==> src/core/sadc_defs.svh <==
// register map, field positions, reset values and timing counts of the converter control block
`ifndef SADC_DEFS_SVH
`define SADC_DEFS_SVH

// register indices; byte address is four times the index
`define SADC_IDX_CONFIG 8'hAA
`define SADC_IDX_CONTROL 8'hAD
`define SADC_IDX_RESULT 8'hAE
`define SADC_IDX_STATUS 8'hB0
`define SADC_IDX_MASK 8'hB1

// control register fields
`define SADC_CTL_POWER 7
`define SADC_CTL_TRIGGER 6
`define SADC_CTL_DONE 5
`define SADC_CTL_CHAN_LSB 0
`define SADC_CTL_CHAN_W 5

// config register fields
`define SADC_CFG_DIV_LSB 0
`define SADC_CFG_LONG 2
`define SADC_CFG_REF_LSB 6

// status and mask fields
`define SADC_ST_DONE 0

// reset values
`define SADC_CTL_RESET 8'h00
`define SADC_CFG_RESET 8'h00
`define SADC_MASK_RESET 1'b0

// converter clock counts
`define SADC_SAMPLE_SHORT 6'd6
`define SADC_SAMPLE_LONG 6'd36
`define SADC_CONVERT_CLKS 6'd14
`define SADC_DIV_CODE0 5'd16
`define SADC_DIV_CODE1 5'd12
`define SADC_DIV_CODE2 5'd6
`define SADC_DIV_CODE3 5'd4

// channel codes
`define SADC_CHAN_LAST_PIN 5'h0F
`define SADC_CHAN_QUARTER 5'h1F

`endif

==> src/core/sadc_pkg.sv <==
// types of the converter control block
package sadc_pkg;

    typedef enum logic [2:0] {
        SADC_IDLE = 3'b001,
        SADC_SAMPLE = 3'b010,
        SADC_CONVERT = 3'b100
    } sadc_state_t;

    typedef enum logic [1:0] {
        SADC_REF_SUPPLY = 2'b00,
        SADC_REF_1V024 = 2'b01,
        SADC_REF_2V4 = 2'b10,
        SADC_REF_2V048 = 2'b11
    } sadc_ref_t;

endpackage : sadc_pkg

==> src/core/sadc_top.sv <==
// successive-approximation converter control with an AHB-Lite register slave
// What this block does
// RULE1 - control top bit powers converter on or off
// RULE2 - trigger bit only starts; zero does nothing
// RULE3 - starting a conversion clears the done flag
// RULE4 - finished conversion sets done; zero means pending
// RULE5 - software clears done flag after interrupt
// RULE6 - selector codes 0 to 14 pick pins
// RULE7 - code 15 pin fifteen, 31 quarter supply
// RULE8 - twelve-bit results, seventeen channels in total
// RULE9 - one internal channel measures quarter supply
// RULE10 - reference from supply or three internal levels
// RULE11 - reference codes: supply, 1.024, 2.4, 2.048
// RULE12 - converter clock derived from system clock
// RULE13 - full sequence is sampling plus conversion
// RULE14 - sample 6 or 36 clocks, convert 14
// RULE15 - divider codes give 16, 12, 6, 4
// RULE16 - result latched with the done flag
// RULE17 - software powers and selects before triggering
//
// The AHB-Lite slave port was chosen for this implementation.
`timescale 1ns/1ps
`include "sadc_defs.svh"

module sadc_top
    import sadc_pkg::*;
(
    input wire logic core_clk,
    input wire logic rst,
    input wire logic hsel,
    input wire logic [31:0] haddr,
    input wire logic [1:0] htrans,
    input wire logic hwrite,
    input wire logic [2:0] hsize,
    input wire logic [31:0] hwdata,
    input wire logic hready,
    output logic hreadyout,
    output logic hresp,
    output logic [31:0] hrdata,
    input wire logic afe_compare,
    output logic afe_power,
    output logic [16:0] afe_input_select,
    output logic [1:0] afe_reference_select,
    output logic afe_sample,
    output logic [11:0] afe_dac_code,
    output logic irq
);

    ////////////////////////////////////////////////////////////////////////
    function automatic logic [4:0] sadc_divisor(input logic [1:0] code);
        case (code)
            2'b00: sadc_divisor = `SADC_DIV_CODE0;
            2'b01: sadc_divisor = `SADC_DIV_CODE1;
            2'b10: sadc_divisor = `SADC_DIV_CODE2;
            default: sadc_divisor = `SADC_DIV_CODE3;
        endcase
    endfunction : sadc_divisor

    function automatic logic sadc_hit(input logic [31:0] addr, input logic [7:0] idx);
        sadc_hit = (addr[31:10] == 22'h000000) && (addr[9:2] == idx);
    endfunction : sadc_hit

    ////////////////////////////////////////////////////////////////////////
    // bus state
    logic wr_pend;
    logic [31:0] wr_addr;
    logic rd_pend;
    logic [31:0] rd_addr;
    logic next_wr_pend;
    logic [31:0] next_wr_addr;
    logic next_rd_pend;
    logic [31:0] next_rd_addr;
    logic next_hreadyout;
    logic [31:0] next_hrdata;
    logic accept;

    // register state
    logic power;
    logic [4:0] chan;
    logic done;
    logic [1:0] div_code;
    logic long_sample;
    logic [1:0] ref_sel;
    logic [11:0] result;
    logic status;
    logic mask;
    logic next_power;
    logic [4:0] next_chan;
    logic next_done;
    logic [1:0] next_div_code;
    logic next_long_sample;
    logic [1:0] next_ref_sel;
    logic [11:0] next_result;
    logic next_status;
    logic next_mask;
    logic [16:0] next_input_select;
    logic ctl_write;
    logic cfg_write;
    logic trigger;

    // conversion state
    sadc_state_t state;
    sadc_state_t next_state;
    logic [4:0] div_cnt;
    logic [5:0] phase_cnt;
    logic [11:0] next_dac_code;
    logic [4:0] next_div_cnt;
    logic [5:0] next_phase_cnt;
    logic tick;
    logic finish;
    logic [3:0] bidx;
    logic cmp_s1;
    logic cmp_s2;

    ////////////////////////////////////////////////////////////////////////
    // bus slave: writes take no wait, reads take one so a write just before is seen
    assign accept = hsel && htrans[1] && hready;

    always_comb begin
        next_wr_pend = accept && hwrite;
        next_wr_addr = accept ? haddr : wr_addr;
        next_rd_pend = accept && !hwrite;
        next_rd_addr = accept ? haddr : rd_addr;
        next_hreadyout = !next_rd_pend;
        next_hrdata = hrdata;
        if (rd_pend) begin
            next_hrdata = 32'h00000000;
            if (sadc_hit(rd_addr, `SADC_IDX_CONTROL)) begin
                // trigger reads back as zero, it holds no state [RULE2]
                next_hrdata[7:0] = {power, 1'b0, done, chan};
            end else if (sadc_hit(rd_addr, `SADC_IDX_CONFIG)) begin
                next_hrdata[7:0] = {ref_sel, 3'b000, long_sample, div_code};
            end else if (sadc_hit(rd_addr, `SADC_IDX_RESULT)) begin
                next_hrdata[11:0] = result;
            end else if (sadc_hit(rd_addr, `SADC_IDX_STATUS)) begin
                next_hrdata[`SADC_ST_DONE] = status;
            end else if (sadc_hit(rd_addr, `SADC_IDX_MASK)) begin
                next_hrdata[`SADC_ST_DONE] = mask;
            end
        end
    end

    always_ff @(posedge core_clk) begin
        if (rst) begin
            wr_pend <= 1'b0;
            wr_addr <= 32'h00000000;
            rd_pend <= 1'b0;
            rd_addr <= 32'h00000000;
            hreadyout <= 1'b1;
            hresp <= 1'b0;
            hrdata <= 32'h00000000;
        end else begin
            wr_pend <= next_wr_pend;
            wr_addr <= next_wr_addr;
            rd_pend <= next_rd_pend;
            rd_addr <= next_rd_addr;
            hreadyout <= next_hreadyout;
            hresp <= 1'b0;
            hrdata <= next_hrdata;
        end
    end

    ////////////////////////////////////////////////////////////////////////
    // registers
    assign ctl_write = wr_pend && sadc_hit(wr_addr, `SADC_IDX_CONTROL);
    assign cfg_write = wr_pend && sadc_hit(wr_addr, `SADC_IDX_CONFIG);
    // trigger needs power on in the written value; a zero in the bit is inert [RULE2] [RULE17]
    assign trigger = ctl_write && hwdata[`SADC_CTL_TRIGGER] && hwdata[`SADC_CTL_POWER];

    always_comb begin
        next_power = power;
        next_chan = chan;
        next_done = done;
        next_div_code = div_code;
        next_long_sample = long_sample;
        next_ref_sel = ref_sel;
        next_result = result;
        next_status = status;
        next_mask = mask;
        if (ctl_write) begin
            next_power = hwdata[`SADC_CTL_POWER]; // [RULE1]
            next_chan = hwdata[`SADC_CTL_CHAN_LSB +: `SADC_CTL_CHAN_W];
            // software may only clear the flag, writing one leaves it [RULE5]
            if (!hwdata[`SADC_CTL_DONE]) begin
                next_done = 1'b0;
            end
        end
        if (trigger) begin
            next_done = 1'b0; // [RULE3]
        end
        if (cfg_write) begin
            next_div_code = hwdata[`SADC_CFG_DIV_LSB +: 2];
            next_long_sample = hwdata[`SADC_CFG_LONG];
            next_ref_sel = hwdata[`SADC_CFG_REF_LSB +: 2]; // [RULE10] [RULE11]
        end
        if (wr_pend && sadc_hit(wr_addr, `SADC_IDX_MASK)) begin
            next_mask = hwdata[`SADC_ST_DONE];
        end
        // reading status clears it
        if (rd_pend && sadc_hit(rd_addr, `SADC_IDX_STATUS)) begin
            next_status = 1'b0;
        end
        // completion wins over any clear in the same cycle
        if (finish) begin
            next_done = 1'b1; // [RULE4]
            next_status = 1'b1;
            next_result = afe_dac_code; // [RULE16] [RULE8]
        end
        // one-hot routing; reserved codes route nothing [RULE6] [RULE7] [RULE9]
        next_input_select = 17'h00000;
        if (next_chan <= `SADC_CHAN_LAST_PIN) begin
            next_input_select[next_chan[3:0]] = 1'b1;
        end else if (next_chan == `SADC_CHAN_QUARTER) begin
            next_input_select[16] = 1'b1;
        end
    end

    always_ff @(posedge core_clk) begin
        if (rst) begin
            power <= 1'(`SADC_CTL_RESET >> `SADC_CTL_POWER);
            chan <= 5'h00;
            done <= 1'b0;
            div_code <= 2'h0;
            long_sample <= 1'b0;
            ref_sel <= 2'h0;
            result <= 12'h000;
            status <= 1'b0;
            mask <= `SADC_MASK_RESET;
            afe_power <= 1'b0;
            afe_input_select <= 17'h00001;
            afe_reference_select <= 2'h0;
            irq <= 1'b0;
        end else begin
            power <= next_power;
            chan <= next_chan;
            done <= next_done;
            div_code <= next_div_code;
            long_sample <= next_long_sample;
            ref_sel <= next_ref_sel;
            result <= next_result;
            status <= next_status;
            mask <= next_mask;
            afe_power <= next_power; // [RULE1]
            afe_input_select <= next_input_select;
            afe_reference_select <= next_ref_sel; // [RULE11]
            irq <= next_status && next_mask;
        end
    end

    ////////////////////////////////////////////////////////////////////////
    // comparator comes from the analog side, so it is synchronised
    always_ff @(posedge core_clk) begin
        if (rst) begin
            cmp_s1 <= 1'b0;
            cmp_s2 <= 1'b0;
        end else begin
            cmp_s1 <= afe_compare;
            cmp_s2 <= cmp_s1;
        end
    end

    // converter clock is a tick of the system clock; divisor of 4 leaves room for the sync delay
    assign tick = (state != SADC_IDLE) && (div_cnt == 5'(sadc_divisor(div_code) - 5'd1)); // [RULE12] [RULE15]
    assign bidx = 4'(6'd12 - phase_cnt);
    assign finish = (state == SADC_CONVERT) && tick && (phase_cnt == `SADC_CONVERT_CLKS - 6'd1);

    always_comb begin
        next_state = state;
        next_div_cnt = tick ? 5'd0 : 5'(div_cnt + 5'd1);
        next_phase_cnt = phase_cnt;
        next_dac_code = afe_dac_code;
        case (state)
            SADC_IDLE: begin
                next_div_cnt = 5'd0;
            end
            SADC_SAMPLE: begin
                if (tick) begin
                    next_phase_cnt = 6'(phase_cnt + 6'd1);
                    // sample length picked by the long select [RULE14] [RULE13]
                    if (phase_cnt == 6'((long_sample ? `SADC_SAMPLE_LONG : `SADC_SAMPLE_SHORT) - 6'd1)) begin
                        next_state = SADC_CONVERT;
                        next_phase_cnt = 6'd0;
                        next_dac_code = 12'h800;
                    end
                end
            end
            SADC_CONVERT: begin
                if (tick) begin
                    next_phase_cnt = 6'(phase_cnt + 6'd1);
                    // clocks 1..12 decide one bit each, msb first [RULE8]
                    if (phase_cnt >= 6'd1 && phase_cnt <= 6'd12) begin
                        if (!cmp_s2) begin
                            next_dac_code[bidx] = 1'b0;
                        end
                        if (bidx != 4'd0) begin
                            next_dac_code[4'(bidx - 4'd1)] = 1'b1;
                        end
                    end
                    if (finish) begin
                        next_state = SADC_IDLE; // [RULE14]
                        next_phase_cnt = 6'd0;
                    end
                end
            end
            default: begin
                next_state = SADC_IDLE;
            end
        endcase
        // a new trigger restarts, power off abandons the conversion
        if (trigger) begin
            next_state = SADC_SAMPLE; // [RULE2]
            next_phase_cnt = 6'd0;
            next_div_cnt = 5'd0;
        end
        if (!next_power) begin
            next_state = SADC_IDLE; // [RULE1]
            next_phase_cnt = 6'd0;
        end
    end

    always_ff @(posedge core_clk) begin
        if (rst) begin
            state <= SADC_IDLE;
            div_cnt <= 5'd0;
            phase_cnt <= 6'd0;
            afe_dac_code <= 12'h000;
            afe_sample <= 1'b0;
        end else begin
            state <= next_state;
            div_cnt <= next_div_cnt;
            phase_cnt <= next_phase_cnt;
            afe_dac_code <= next_dac_code;
            afe_sample <= (next_state == SADC_SAMPLE);
        end
    end

endmodule : sadc_top
==> config.mk <==
export PLATFORM = sky130hd
export DESIGN_NAME = sadc_top
export DESIGN_NICKNAME = d
export VERILOG_FILES = /design/src/core/sadc_pkg.sv /design/src/core/sadc_top.sv
export VERILOG_INCLUDE_DIRS = /design/src /design/src/core
export SDC_FILE = /design/constraint.sdc
export NUM_CORES = 1
export LEC_CHECK = 0
export ABC_AREA = 1
export BUFFER_PORTS_ARGS = -buffer_cell sky130_fd_sc_hd__buf_2
export CAP_MARGIN = 20
export CELL_PAD_IN_SITES_DETAIL_PLACEMENT = 1
export CELL_PAD_IN_SITES_GLOBAL_PLACEMENT = 1
export CORE_MARGIN = 1
export CORE_UTILIZATION = 40
export DETAILED_ROUTE_END_ITERATION = 8
export PLACE_DENSITY = 0.95
export SYNTH_ARGS = -nofsm -noshare
export SYNTH_HDL_FRONTEND = slang
export SYNTH_SLANG_ARGS = --single-unit
==> constraint.sdc <==
create_clock -name core_clk -period 5.5 [get_ports core_clk]
set_clock_uncertainty 0.15 [all_clocks]
set_input_delay 0.825 -clock core_clk [delete_from_list [all_inputs] [get_ports core_clk]]
set_output_delay 0.825 -clock core_clk [all_outputs]
set_load 0.005 [all_outputs]
Word-level counts from Yosys, hierarchy flattened
Cells that the tools add are included.
{ "op_classes": {"n_reduce_logical": 37, "n_eq_ne": 21, "magnitude_cmp": 9, "add_sub_neg": 6, "muxes": 49, "bitwise_logic": 5} }
{ "op_table": {"columns": ["op", "n"], "rows": [
  ["$mux W12", 9],
  ["$eq A8 B8 Y1 const B", 5],
  ["$mux W6", 5],
  ["$pmux W12 S2", 1],
  ["$logic_and A1 B1 Y1", 23],
  ["$logic_not A22 Y1", 1],
  ["$mux W3", 6],
  ["$mux W1", 16],
  ["$mux W8", 2],
  ["$pmux W5 S3", 1],
  ["$and A12 B12 Y12", 1],
  ["$demux W1 S4", 3],
  ["$ge A4 B1 Y1 const B", 3],
  ["$not A12 Y12", 1],
  ["$or A12 B12 Y12", 1],
  ["$pmux W6 S2", 1],
  ["$mux W11", 1],
  ["$lt A4 B5 Y1 const B", 2],
  ["$pmux W3 S3", 1],
  ["$mux W4", 2],
  ["$add A6 B1 Y6 const B", 1],
  ["$eq A3 B2 Y1 const B", 2],
  ["$eq A6 B4 Y1 const B", 1],
  ["$eq A6 B6 Y1", 1],
  ["other kinds (32)", 37]
]} }
{ "totals": {"in_bits": 75, "regBits": 120, "out_inout_bits": 68} }

Logic depth before layout (Yosys ltp)
Gate-level depths: netlist of the first run.
{ "logic_depth": {"word_depth": 16, "ltp_mapped": 13, "ltp_nobuf": 13} }

Worst setup path before layout of the first run
No wires, ideal clock.
{ "synth_timing": {"path_kind": "in2reg", "startpoint": "input rst", "endpoint": "register afe_dac_code[0]", "path_buffers": 3, "stages": 4, "arrival_time_ns": 1.610, "path_slack_ns": 3.608, "t_required_ns": 5.218, "setup_time_ns": 0.132, "cell_sequence": "buf_2 -> clkbuf_1 -> clkbuf_1 -> a21oi_1"} }
{ "synth_lines": {"columns": ["element", "line_no", "text"], "rows": [
  ["from (decl)", "sadc_top.sv:29", "input wire logic rst,"],
  ["to (signal assigned)", "sadc_top.sv:332", "afe_dac_code <= next_dac_code;"],
  ["to (decl)", "sadc_top.sv:45", "output logic [11:0] afe_dac_code,"]
]} }
No word-level cell between the ends.

==> key figures, run 1 <==
Setup path
  – Startpoint Class: register
  – Crit Path Max Fanout: 11
  – Reg2reg setup slack: about 2700 ps
  – Crit path capture type: register
  – CP arrival: 2940 ps
  – Crit Path Class: register to register
  – R2R depth: 11
  – Worst path required time: about 5700 ps
  – Reg-to-Reg End: afe_sample
  – R2r startpoint: rd_addr[14]

Cells and area
  – Area of the multi-input gates: 2440 um^2
  – Final nets: 910
  – N_diodes: 0
  – Layout cells sized above 1: roughly 17%
  – Most frequent cells in the layout: nand2_1 (189), dfxtp_1 (118), buf_2 (91)
  – Final-layout fill cell count: roughly 1,600
  – Commonest non-fill, non-tap cell in the layout: nand2_1
  – Seq. cell area: roughly 2400 um^2
  – Final Instance Area: 6340 um^2
  – Area Overhead vs Synth: 19.7%

Detailed routing
  – Routed wire length: around 19,000 um
  – Vias per Instance: 5.50
  – DR DRC count: 0
  – Pre-antenna DRT Iters: 5
  – Total number of vias: 5,572
  – Iteration-0 DRC Markers: about 440
  – Routed wire per std cell: about 18 um
  – Antenna Nets Post-Route: 0

STA
  – Pins Over Slew Limit: 0
  – Final setup violation count: 0
  – F_max: between 0.3 and 0.4 GHz
  – Minimum clock period: approximately 2800 ps
  – Final period util: between 50% and 60%
  – Setup TNS: 0 ps
  – Slew @ Worst Pin: roughly 930 ps
  – Unrepaired setup endpoints after global routing: no
  – Slew headroom: a little under two fifths
  – Final count of hold timing violations: 0

Place
  – Port Buf Inserts: 91
  – GP Congestion: around 0.85
  – Placed Area: between 5000 and 6000 um^2
  – Post-DP HPWL: roughly 10,000 um

Die
  – Starting Density: about two fifths
  – Die H: around 120 um
  – Die area: 13,700 um^2
  – Die Width: 117 um
  – Core region area: 12,800 um^2
  – Ports: ~140
  – Std-Cell Rows: 41

Synth
  – Top cells by area, synth: dfxtp_1 (45%), nand2_1 (13%), a21oi_1 (7.4%)
  – Most used DFF post-synth: dfxtp_1
  – Ys async rst share: 0%
  – Synth Instances: roughly 740
  – Post-synth top area share: between 40% and 50%
  – Ys Warns: 0
  – Cell taking the most area after synthesis: dfxtp_1
  – Flops & latches, synth: 118
  – Post-synthesis sequential area ratio: ~45%
  – Cell variety after synth: 33
  – Syn_area_per_cell: between 7 and 8 um^2
  – Synthesized area: between 5000 and 6000 um^2
  – Post-synth EDFFs: 0

GRT
  – Largest net degree at the start of global routing: 63
  – Global-route wire length before repair: approximately 30,000 um
  – Vias in the first global route: between 5,000 and 6,000
  – Initial antenna violation count: 0
  – Gr ovfl total: 0
  – All-Layer GR Usage: around 29%

Pwr
  – Power Total: 2030 uW
  – Int Power: 1560 uW
  – Sequential Power Share: 43.0%
  – Static Leak: between 0.002 and 0.003 uW
  – Power Dens Cells: roughly 320 nW/um^2
  – P_sw: approximately 470 uW
  – Combinational Power Share: around 4.4%
  – Clock power share: approximately 53%
  – Net Sw Frac: a little under a quarter
  – Max VDD drop: roughly 0.00021 V

Clock network
  – Clock Root Buffer: clkbuf_16
  – Cts repair resizes: 0
  – CTS tree: done
  – Post-CTS Setup Inserts: 0
  – Clock buffer depth: 2
  – Num Clock Sinks: between 100 and 150
  – Number of buffers created by CTS: 17
  – CTS Hold Bufs: 0
  – CTS H-tree depth: 4
  – Clk Latency, worst-skew pair: 410 ps
  – CTS clock-pin slew for the worst setup and hold paths: approximately 50 ps

Job
  – Max Cap Violations: 0

Min path
  – Hold Path Class: register to register
  – Hold depth: 2
  – Hold path start: cmp_s1
  – Hold endpoint: cmp_s2

Run status
  – Status: finished, final reports clean
[state kept, by name (all words and copies together) (netlist names), 3 cells and up]
signal and flops:
afe_dac_code 12, afe_input_select 17, chan 5, div_cnt 5, hrdata 12, phase_cnt 6, rd_addr 30, result 12
state 3
[worst max path at each step]
| stage | from | slack, ps | end | depth (start not counted) |
|---|---|---|---|---|
| 2_1_floorplan | rst | 3610 | afe_dac_code[0] | 4 |
| 3_3_place_gp | rst | 2650 | afe_input_select[12] | 7 |
| 3_5_place_dp | rst | 2630 | afe_input_select[0] | 7 |
| 4_1_cts | rd_addr[14] | 2780 | afe_sample | 11 |
| 5_1_grt | rd_addr[14] | 2610 | afe_sample | 11 |
| 6_report | rd_addr[14] | 2710 | afe_sample | 11 |
[metrics by stage]
step / utilization (%) / instances / setup slack [ps] / hold slack (ps)
after detailed placement: 45.2 / 982 / 2630 / 281
final: 49.7 / 1014 / 2710 / 283
after global routing: 49.7 / 1014 / 2610 / 301
after floorplan: - / 764 / 3610 / 238
after global placement: 45.2 / 982 / 2650 / 267
after CTS: 49.7 / 1014 / 2780 / 292
[kinds of logic (layout without fill, tap and decap cells)]
kind of cell	count (synthesis)	in the layout	share of synthesized area (%)
XOR/XNOR	5	5	0.827
buffers and inverters	125	203	10.8
adder cells (fa/ha/maj)	6	6	1.42
flip-flops	118	118	44.6
AND/OR/NAND/NOR	361	361	29.8
AO/OA/AOI/OAI	128	128	12.5
other	1	21	0.0708
[worst max-delay path, cell delays in order (launching register included)]
cell and delay, ps:
dfxtp_1 310, nor2_1 130, nand2_1 70, nor2_1 220, nand2_1 180, nor2_2 460
nand3_2 270, inv_2 220, nand2_1 90, o21ai_2 110, nand2_1 150, a21oi_1 310
[metal layers]
layer	track usage, %	wire length (um)	vias up
li1	-	-	2523
met1	31.7	7250	2697
met2	51.6	9490	259
met3	7.26	1020	93
met4	16.0	849	0
met5	0	0	-
[cells in the mapped netlist (3+ instances only)]
library cell	count
inv_1	75
nor2_1	77
nor2_2	4
nor3_1	9
o21ai_0	43
nand4_1	11
buf_2	5
nand2_1	189
nand2_2	3
inv_2	3
xor2_1	3
ha_1	6
a21oi_1	78
nand3b_1	5
buf_4	24
clkbuf_1	17
nand3_1	54
dfxtp_1	118
[layout make-up]
class / count / share of cell area [%]
Clock inverter: 8 / 1.14
Timing Repair Buffer: 93 / 7.42
Inverter: 78 / 4.62
Clock buffer: 24 / 7.75
Tap cell: 172 / 3.39
Multi-Input combinational cell: 521 / 38.4
Sequential cell: 118 / 37.2
[power by group through the flow]
stage / Clock (uW) / Sequential [uW] / Combinational [uW]
2_1_floorplan: 0 / 887 / 64.0
3_3_place_gp: 0 / 889 / 79.4
3_5_place_dp: 0 / 890 / 82.2
4_1_cts: 1070 / 872 / 87.8
5_1_grt: 1110 / 873 / 99.0
6_report: 1070 / 872 / 89.3
Note: power is estimated with default switching activity, not from simulation.
==> run 2: changes to the inputs <==
- CORE_UTILIZATION: 40 -> 33
- PLACE_DENSITY: 0.95 -> 0.86
- clock period: 5.5 -> 2.35 ns (I/O delays scaled with it)
==> run 2 against run 1 <==
Sequential cell count did not move. Global-route usage fell by 8.5 points. Sequential share of layout area fell by 1.3 points. Critical path depth fell by 3. Final cell count rose by 5.0%.
==> key figures, run 2 (same netlist as run 1, synthesis figures left out) <==
Clock network
  – Clk Latency, worst-skew pair: 410 ps (about the same)
  – CTS clock-pin slew for the worst setup and hold paths: 50 ps (about the same)
  – Clock Root Buffer: clkbuf_16
  – Number of buffers created by CTS: 17 (unchanged)
  – CTS H-tree depth: 4 (unchanged)
  – Num Clock Sinks: 118 (unchanged)
  – Clock buffer depth: 2 (unchanged)
  – Post-CTS Setup Inserts: 0 (unchanged)
  – CTS tree: done

Die
  – Core region area: 15,400 um^2 (+21%)
  – Die area: 16,600 um^2 (+21%)
  – Ports: 143 (unchanged)
  – Die H: 129 um (+9.9%)
  – Die Width: 129 um (+9.9%)
  – Starting Density: 34.3% (-7.1 points)
  – Std-Cell Rows: 45 (+9.8%)

STA
  – Final period util: 92.3% (+42 points)
  – Worst hold margin: 40.8 ps (-242 ps)
  – Pins Over Slew Limit: 0 (unchanged)
  – Slew @ Worst Pin: 725 ps (-200 ps)
  – Final setup violation count: 0 (unchanged)
  – F_max: 0.461 GHz (+29%)
  – PnR worst setup slack: 182 ps (-2530 ps)
  – Slew headroom: 51.7% (+13 points)
  – Final count of hold timing violations: 0 (unchanged)
  – Minimum clock period: 2170 ps (-621 ps)

Setup path
  – Crit path capture type: register
  – Worst path most repeated cell: nor2_1
  – Crit Path Max Fanout: 10 (-1)
  – Crit Path Class: register to register
  – Worst path required time: 2480 ps (-3170 ps)
  – CP arrival: 2300 ps (-640 ps)
  – Slowest stage delay, CP: 330 ps (-130 ps)
  – CP Buf/Inv Count: 0 (-1)
  – CP delay by family, top: simple AND/OR/NAND/NOR gates
  – Crit-path slowest cell: dfxtp_1
  – Startpoint Class: register
  – Critical Path, Cell by Cell: nor2_1, nand2_1, nor2_1, nand3_1, nor2_1, nand2_1, o21ai_0, a21oi_1

Place
  – Placed Area: 5920 um^2 (+2.5%)
  – Pre-CTS WS: 192 ps (-2440 ps)
  – Port Buf Inserts: 91 (unchanged)
  – Post-DP HPWL: 10,600 um (+0.86%)
  – GP Congestion: 0.835 (-1.3%)

Cells and area
  – Final Instance Area: 6580 um^2 (+3.8%)
  – Number of flip-flops in the largest register: 30 (unchanged)
  – N_diodes: 0 (unchanged)
  – Commonest non-fill, non-tap cell in the layout: nand2_1
  – Layout cells sized above 1: 18.6% (+1.5 points)
  – Final nets: 924 (+1.5%)
  – Biggest registers after layout: rd_addr (30), afe_input_select (17)
  – Post-layout util: 42.7% (-7.0 points)
  – Top reg by flops: rd_addr
  – Area Overhead vs Synth: 24.3%
  – Most frequent cells in the layout: nand2_1 (189), dfxtp_1 (117), buf_2 (91)

Detailed routing
  – Iteration-0 DRC Markers: 217 (-51%)
  – Routed wire length: 16,400 um (-12%)
  – Total number of vias: 5,245 (-5.9%)
  – DR DRC count: 0 (unchanged)
  – Antenna Nets Post-Route: 0 (unchanged)
  – Vias per Instance: 4.92 (-10%)
  – Pre-antenna DRT Iters: 4 (-1)
  – Routed wire per std cell: 15.4 um (-16%)

GRT
  – Initial antenna violation count: 0 (unchanged)
  – M3 GR Usage: 5.24% (-2.0 points)
  – All-Layer GR Usage: 20.6% (-8.5 points)
  – Met1 usage: 22.8% (-8.9 points)
  – Largest net degree at the start of global routing: 62 (-1.6%)
  – Gr ovfl total: 0 (unchanged)
  – Global-route wire length before repair: 26,600 um (-11%)
  – Vias in the first global route: 5,477 (-4.3%)
  – Most Crowded Layer GR: met2
  – Met2 Track Usage GR: 37.6% (-14 points)

Pwr
  – Power Dens Cells: 772 nW/um^2 (+140%)
  – Max VDD drop: 0.000446 V (+120%)
  – Power Total: 5080 uW (+150%)
  – Static Leak: 0.00286 uW (+4.3%)

Job
  – Max Cap Violations: 0 (unchanged)

Run status
  – Status: finished, final reports clean

Min path
  – Hold Path Class: primary input to register
run 2: path summary, 6_finish.rpt:
path | start | endpoint | slack [ps] | cells past startpoint
worst max-delay path | rd_addr[14] | long_sample | 180 | 8
worst min-delay path | haddr[20] | rd_addr[20] | 40 | 3
worst min register to register | cmp_s1 | cmp_s2 | 260 | 2
worst max register to register | rd_addr[14] | long_sample | 180 | 8
run 2: what timing repair did:
action                                  in CTS  in global routing
resized for setup                            0                  2
endpoints found under the setup margin       0                 13
hold endpoints to repair                     1                  0
hold buffers                                 1                  0
run 2: cell type report:
| class | instances | area [um^2] |
|---|---|---|
| Clock buffer | 21 | 470 |
| Fill cell | 2008 | 8840 |
| Sequential cell | 118 | 2360 |
| Clock inverter | 9 | 174 |
| Multi-Input combinational cell | 521 | 2440 |
| Tap cell | 211 | 264 |
| Inverter | 78 | 293 |
| Timing Repair Buffer | 107 | 578 |
run 2: per-layer routing:
metal  up-vias  wire length [um]
met3        32               779
met4         0               296
met5         -                 0
met2       131              8430
met1      2539              6910
li1       2543                 -
run 2: tightest hold or removal path, cell delays in order:
cell     delay, ps
buf_2           90
nand2_1         50
a21oi_1         50
run 2: report_power, final:
group / leakage (uW) / switching (uW) / internal, uW
Combinational: 0.00159 / 141 / 69.5
Sequential: 0.000954 / 13.6 / 2030
Clock: 0.000319 / 882 / 1950
run 2: through the flow:
| stage | instances | setup TNS [ps] |
|---|---|---|
| 2_1_floorplan | 764 | 0 |
| 3_3_place_gp | 1034 | 0 |
| 3_5_place_dp | 1034 | 0 |
| 4_1_cts | 1065 | 0 |
| 5_1_grt | 1065 | -3.02 |
| 6_report | 1065 | 0 |
==> run 3: changes to the inputs <==
==> constraint.sdc (replaced) <==
create_clock -name core_clk -period 2.35 [get_ports core_clk]
set_clock_uncertainty 0.15 [all_clocks]
set_input_delay 0 -clock core_clk [delete_from_list [all_inputs] [get_ports core_clk]]
set_output_delay 0 -clock core_clk [all_outputs]
set_load 0.005 [all_outputs]
==> run 3 against run 2 <==
Cell area rose by 5.8%. Clock power fell by 5%. Via count increased by 5.5%. Worst setup slack worse by 31 ps. Fmax is 1.4% lower. Core utilization grew 2.5 points. Critical path type unchanged. Largest power group unchanged. Highest routed layer is now met5.
==> key figures, run 3 (same netlist as run 1, synthesis figures left out) <==
Detailed routing
  – Routed wire per std cell: 16.7 um (+8.4%)
  – DR DRC count: 0 (unchanged)
  – Iteration-0 DRC Markers: 346 (+59%)
  – Pre-antenna DRT Iters: 4 (unchanged)
  – Routed wire length: 18,600 um (+13%)
  – Vias per Instance: 4.98 (+1.1%)
  – Antenna Nets Post-Route: 0 (unchanged)
  – Total number of vias: 5,532 (+5.5%)

Setup path
  – Levels on crit path: 12 (+4)
  – Crit Path Class: register to register
  – CP Buf/Inv Count: 2 (+2)
  – Critical Path Source: rd_addr[26]
  – Worst path required time: 2500 ps (+20 ps)
  – R2R depth: 12 (+4)
  – CP delay by family, top: simple AND/OR/NAND/NOR gates
  – Slowest stage delay, CP: 330 ps (about the same)
  – Startpoint Class: register
  – Crit path capture type: register
  – Critical Path, Cell by Cell: nor2_1, nand2_1, nor2_1, nand2_1, nor2_2, nand3_2, inv_2, nand2_1, nand2_1, inv_1, nand2_1, nor2_1
  – Worst path most repeated cell: nand2_1
  – CP arrival: 2350 ps (+50 ps)
  – Crit-path slowest cell: dfxtp_1
  – Crit Path Max Fanout: 6 (-4)
  – R2r startpoint: rd_addr[26]

GRT
  – Initial antenna violation count: 4 (+4)
  – Largest net degree at the start of global routing: 62 (unchanged)
  – Gr ovfl total: 0 (unchanged)
  – Vias in the first global route: 5,861 (+7.0%)
  – All-Layer GR Usage: 23.7% (+3.1 points)
  – Global-route wire length before repair: 29,900 um (+12%)

Cells and area
  – Final nets: 965 (+4.4%)
  – Area Overhead vs Synth: 31.5%
  – Top reg by flops: rd_addr
  – Commonest non-fill, non-tap cell in the layout: nand2_1
  – Layout cells sized above 1: 18.4% (-0.22 points)
  – Biggest registers after layout: rd_addr (30), afe_input_select (17)
  – Most frequent cells in the layout: nand2_1 (189), dfxtp_1 (117), buf_2 (91)
  – Number of flip-flops in the largest register: 30 (unchanged)

Pwr
  – Power Dens Cells: 719 nW/um^2 (-6.9%)
  – Clock power share: 53.7% (-2.0 points)
  – Sequential Power Share: 40.7% (+0.6 points)
  – Net Sw Frac: 23.4% (+3.1 points)
  – Int Power: 3830 uW (-5.2%)
  – Power Total: 5010 uW (-1.5%)
  – P_sw: 1170 uW (+13%)
  – Static Leak: 0.00300 uW (+5.0%)
  – Max VDD drop: 0.000343 V (-23%)
  – Combinational Power Share: 5.5% (+1.4 points)

STA
  – Final period util: 93.6% (+1.3 points)
  – Final count of hold timing violations: 0 (unchanged)
  – Slew headroom: 51.3% (-0.34 points)
  – PnR worst setup slack: 151 ps (-30.8 ps)
  – Slew @ Worst Pin: 729 ps (+4.25 ps)
  – Setup TNS: 0 ps (unchanged)
  – F_max: 0.455 GHz (-1.4%)
  – Pins Over Slew Limit: 0 (unchanged)
  – Final setup violation count: 0 (unchanged)
  – Minimum clock period: 2200 ps (+30.8 ps)
  – Unrepaired setup endpoints after global routing: no

Place
  – Pre-CTS WS: 270 ps (+77.8 ps)
  – Port Buf Inserts: 91 (unchanged)
  – GP Congestion: 0.821 (-1.7%)
  – Post-DP HPWL: 10,700 um (+1.4%)

Clock network
  – Number of buffers created by CTS: 17 (unchanged)
  – CTS H-tree depth: 4 (unchanged)
  – CTS clock-pin slew for the worst setup and hold paths: 70 ps (+20 ps)
  – Clock Root Buffer: clkbuf_16
  – Num Clock Sinks: 118 (unchanged)
  – CTS tree: done
  – Clock buffer depth: 2 (unchanged)
  – Clk Latency, worst-skew pair: 430 ps (+20 ps)

Die
  – Starting Density: 34.3% (unchanged)
  – Std-Cell Rows: 45 (unchanged)
  – Die H: 129 um (unchanged)
  – Core region area: 15,400 um^2 (unchanged)
  – Die area: 16,600 um^2 (unchanged)
  – Die Width: 129 um (unchanged)
  – Ports: 143 (unchanged)

Min path
  – Hold Path Class: primary input to register
  – Hold depth: 5 (+2)
  – Hold path start: htrans[1]

Run status
  – Status: finished, final reports clean

Job
  – Max Cap Violations: 0 (unchanged)
[run 3: timing repair]
action                                  4_1_cts  5_1_grt
setup buffers                                 0        2
hold endpoints to repair                     72        0
endpoints found under the setup margin        0       30
gates resized for setup                       0        8
hold buffers                                 41        0
[run 3: final timing paths]
check	slack, ps	to
worst max-delay path	150	afe_input_select[8]
worst min-delay path	70	rd_addr[20]
worst max register to register	150	afe_input_select[8]
worst min register to register	260	cmp_s2
[run 3: worst register-to-register path: cells and delay by family (launching register included)]
family	cells	cell delay (ps)
buf+inv	2	280
simple gates	10	1310
flops	1	330
[run 3: layout make-up]
class | instances | area, um^2
Antenna cell | 3 | 7.51
Clock buffer | 20 | 447
Clock inverter | 12 | 151
Fill cell | 1969 | 8460
Inverter | 78 | 297
Multi-Input combinational cell | 521 | 2450
Sequential cell | 118 | 2360
Tap cell | 211 | 264
Timing Repair Buffer | 147 | 978
Timing Repair inverter | 1 | 7.51
[run 3: through the flow]
step / hold WS (ps) / instances / cell area, um^2 / utilization (%)
2_1_floorplan: -57.7 / 764 / 5370 / -
3_3_place_gp: 54.4 / 1032 / 5910 / 38.3
3_5_place_dp: 67.8 / 1032 / 5910 / 38.3
4_1_cts: 39.3 / 1105 / 6920 / 44.8
5_1_grt: 109 / 1111 / 6970 / 45.2
6_report: 67.4 / 1111 / 6970 / 45.2
[run 3: metal layers]
metal | up-vias | part of all wire [%] | GRT usage, % | routed length, um
met5 | - | 0.070 | 0 | 13
met4 | 2 | 4.4 | 14.7 | 818
met3 | 67 | 4.2 | 5.90 | 784
met2 | 150 | 51 | 42.0 | 9510
met1 | 2677 | 40 | 25.2 | 7440
li1 | 2636 | - | - | -
[run 3: power by group through the flow]
stage,clock (uW),combinational [uW],sequential [uW]
global route,2800,301,2040
CTS,2670,257,2040
global placement,0,195,2080
detailed placement,0,199,2080
floorplan,0,150,2080
finish,2690,276,2040
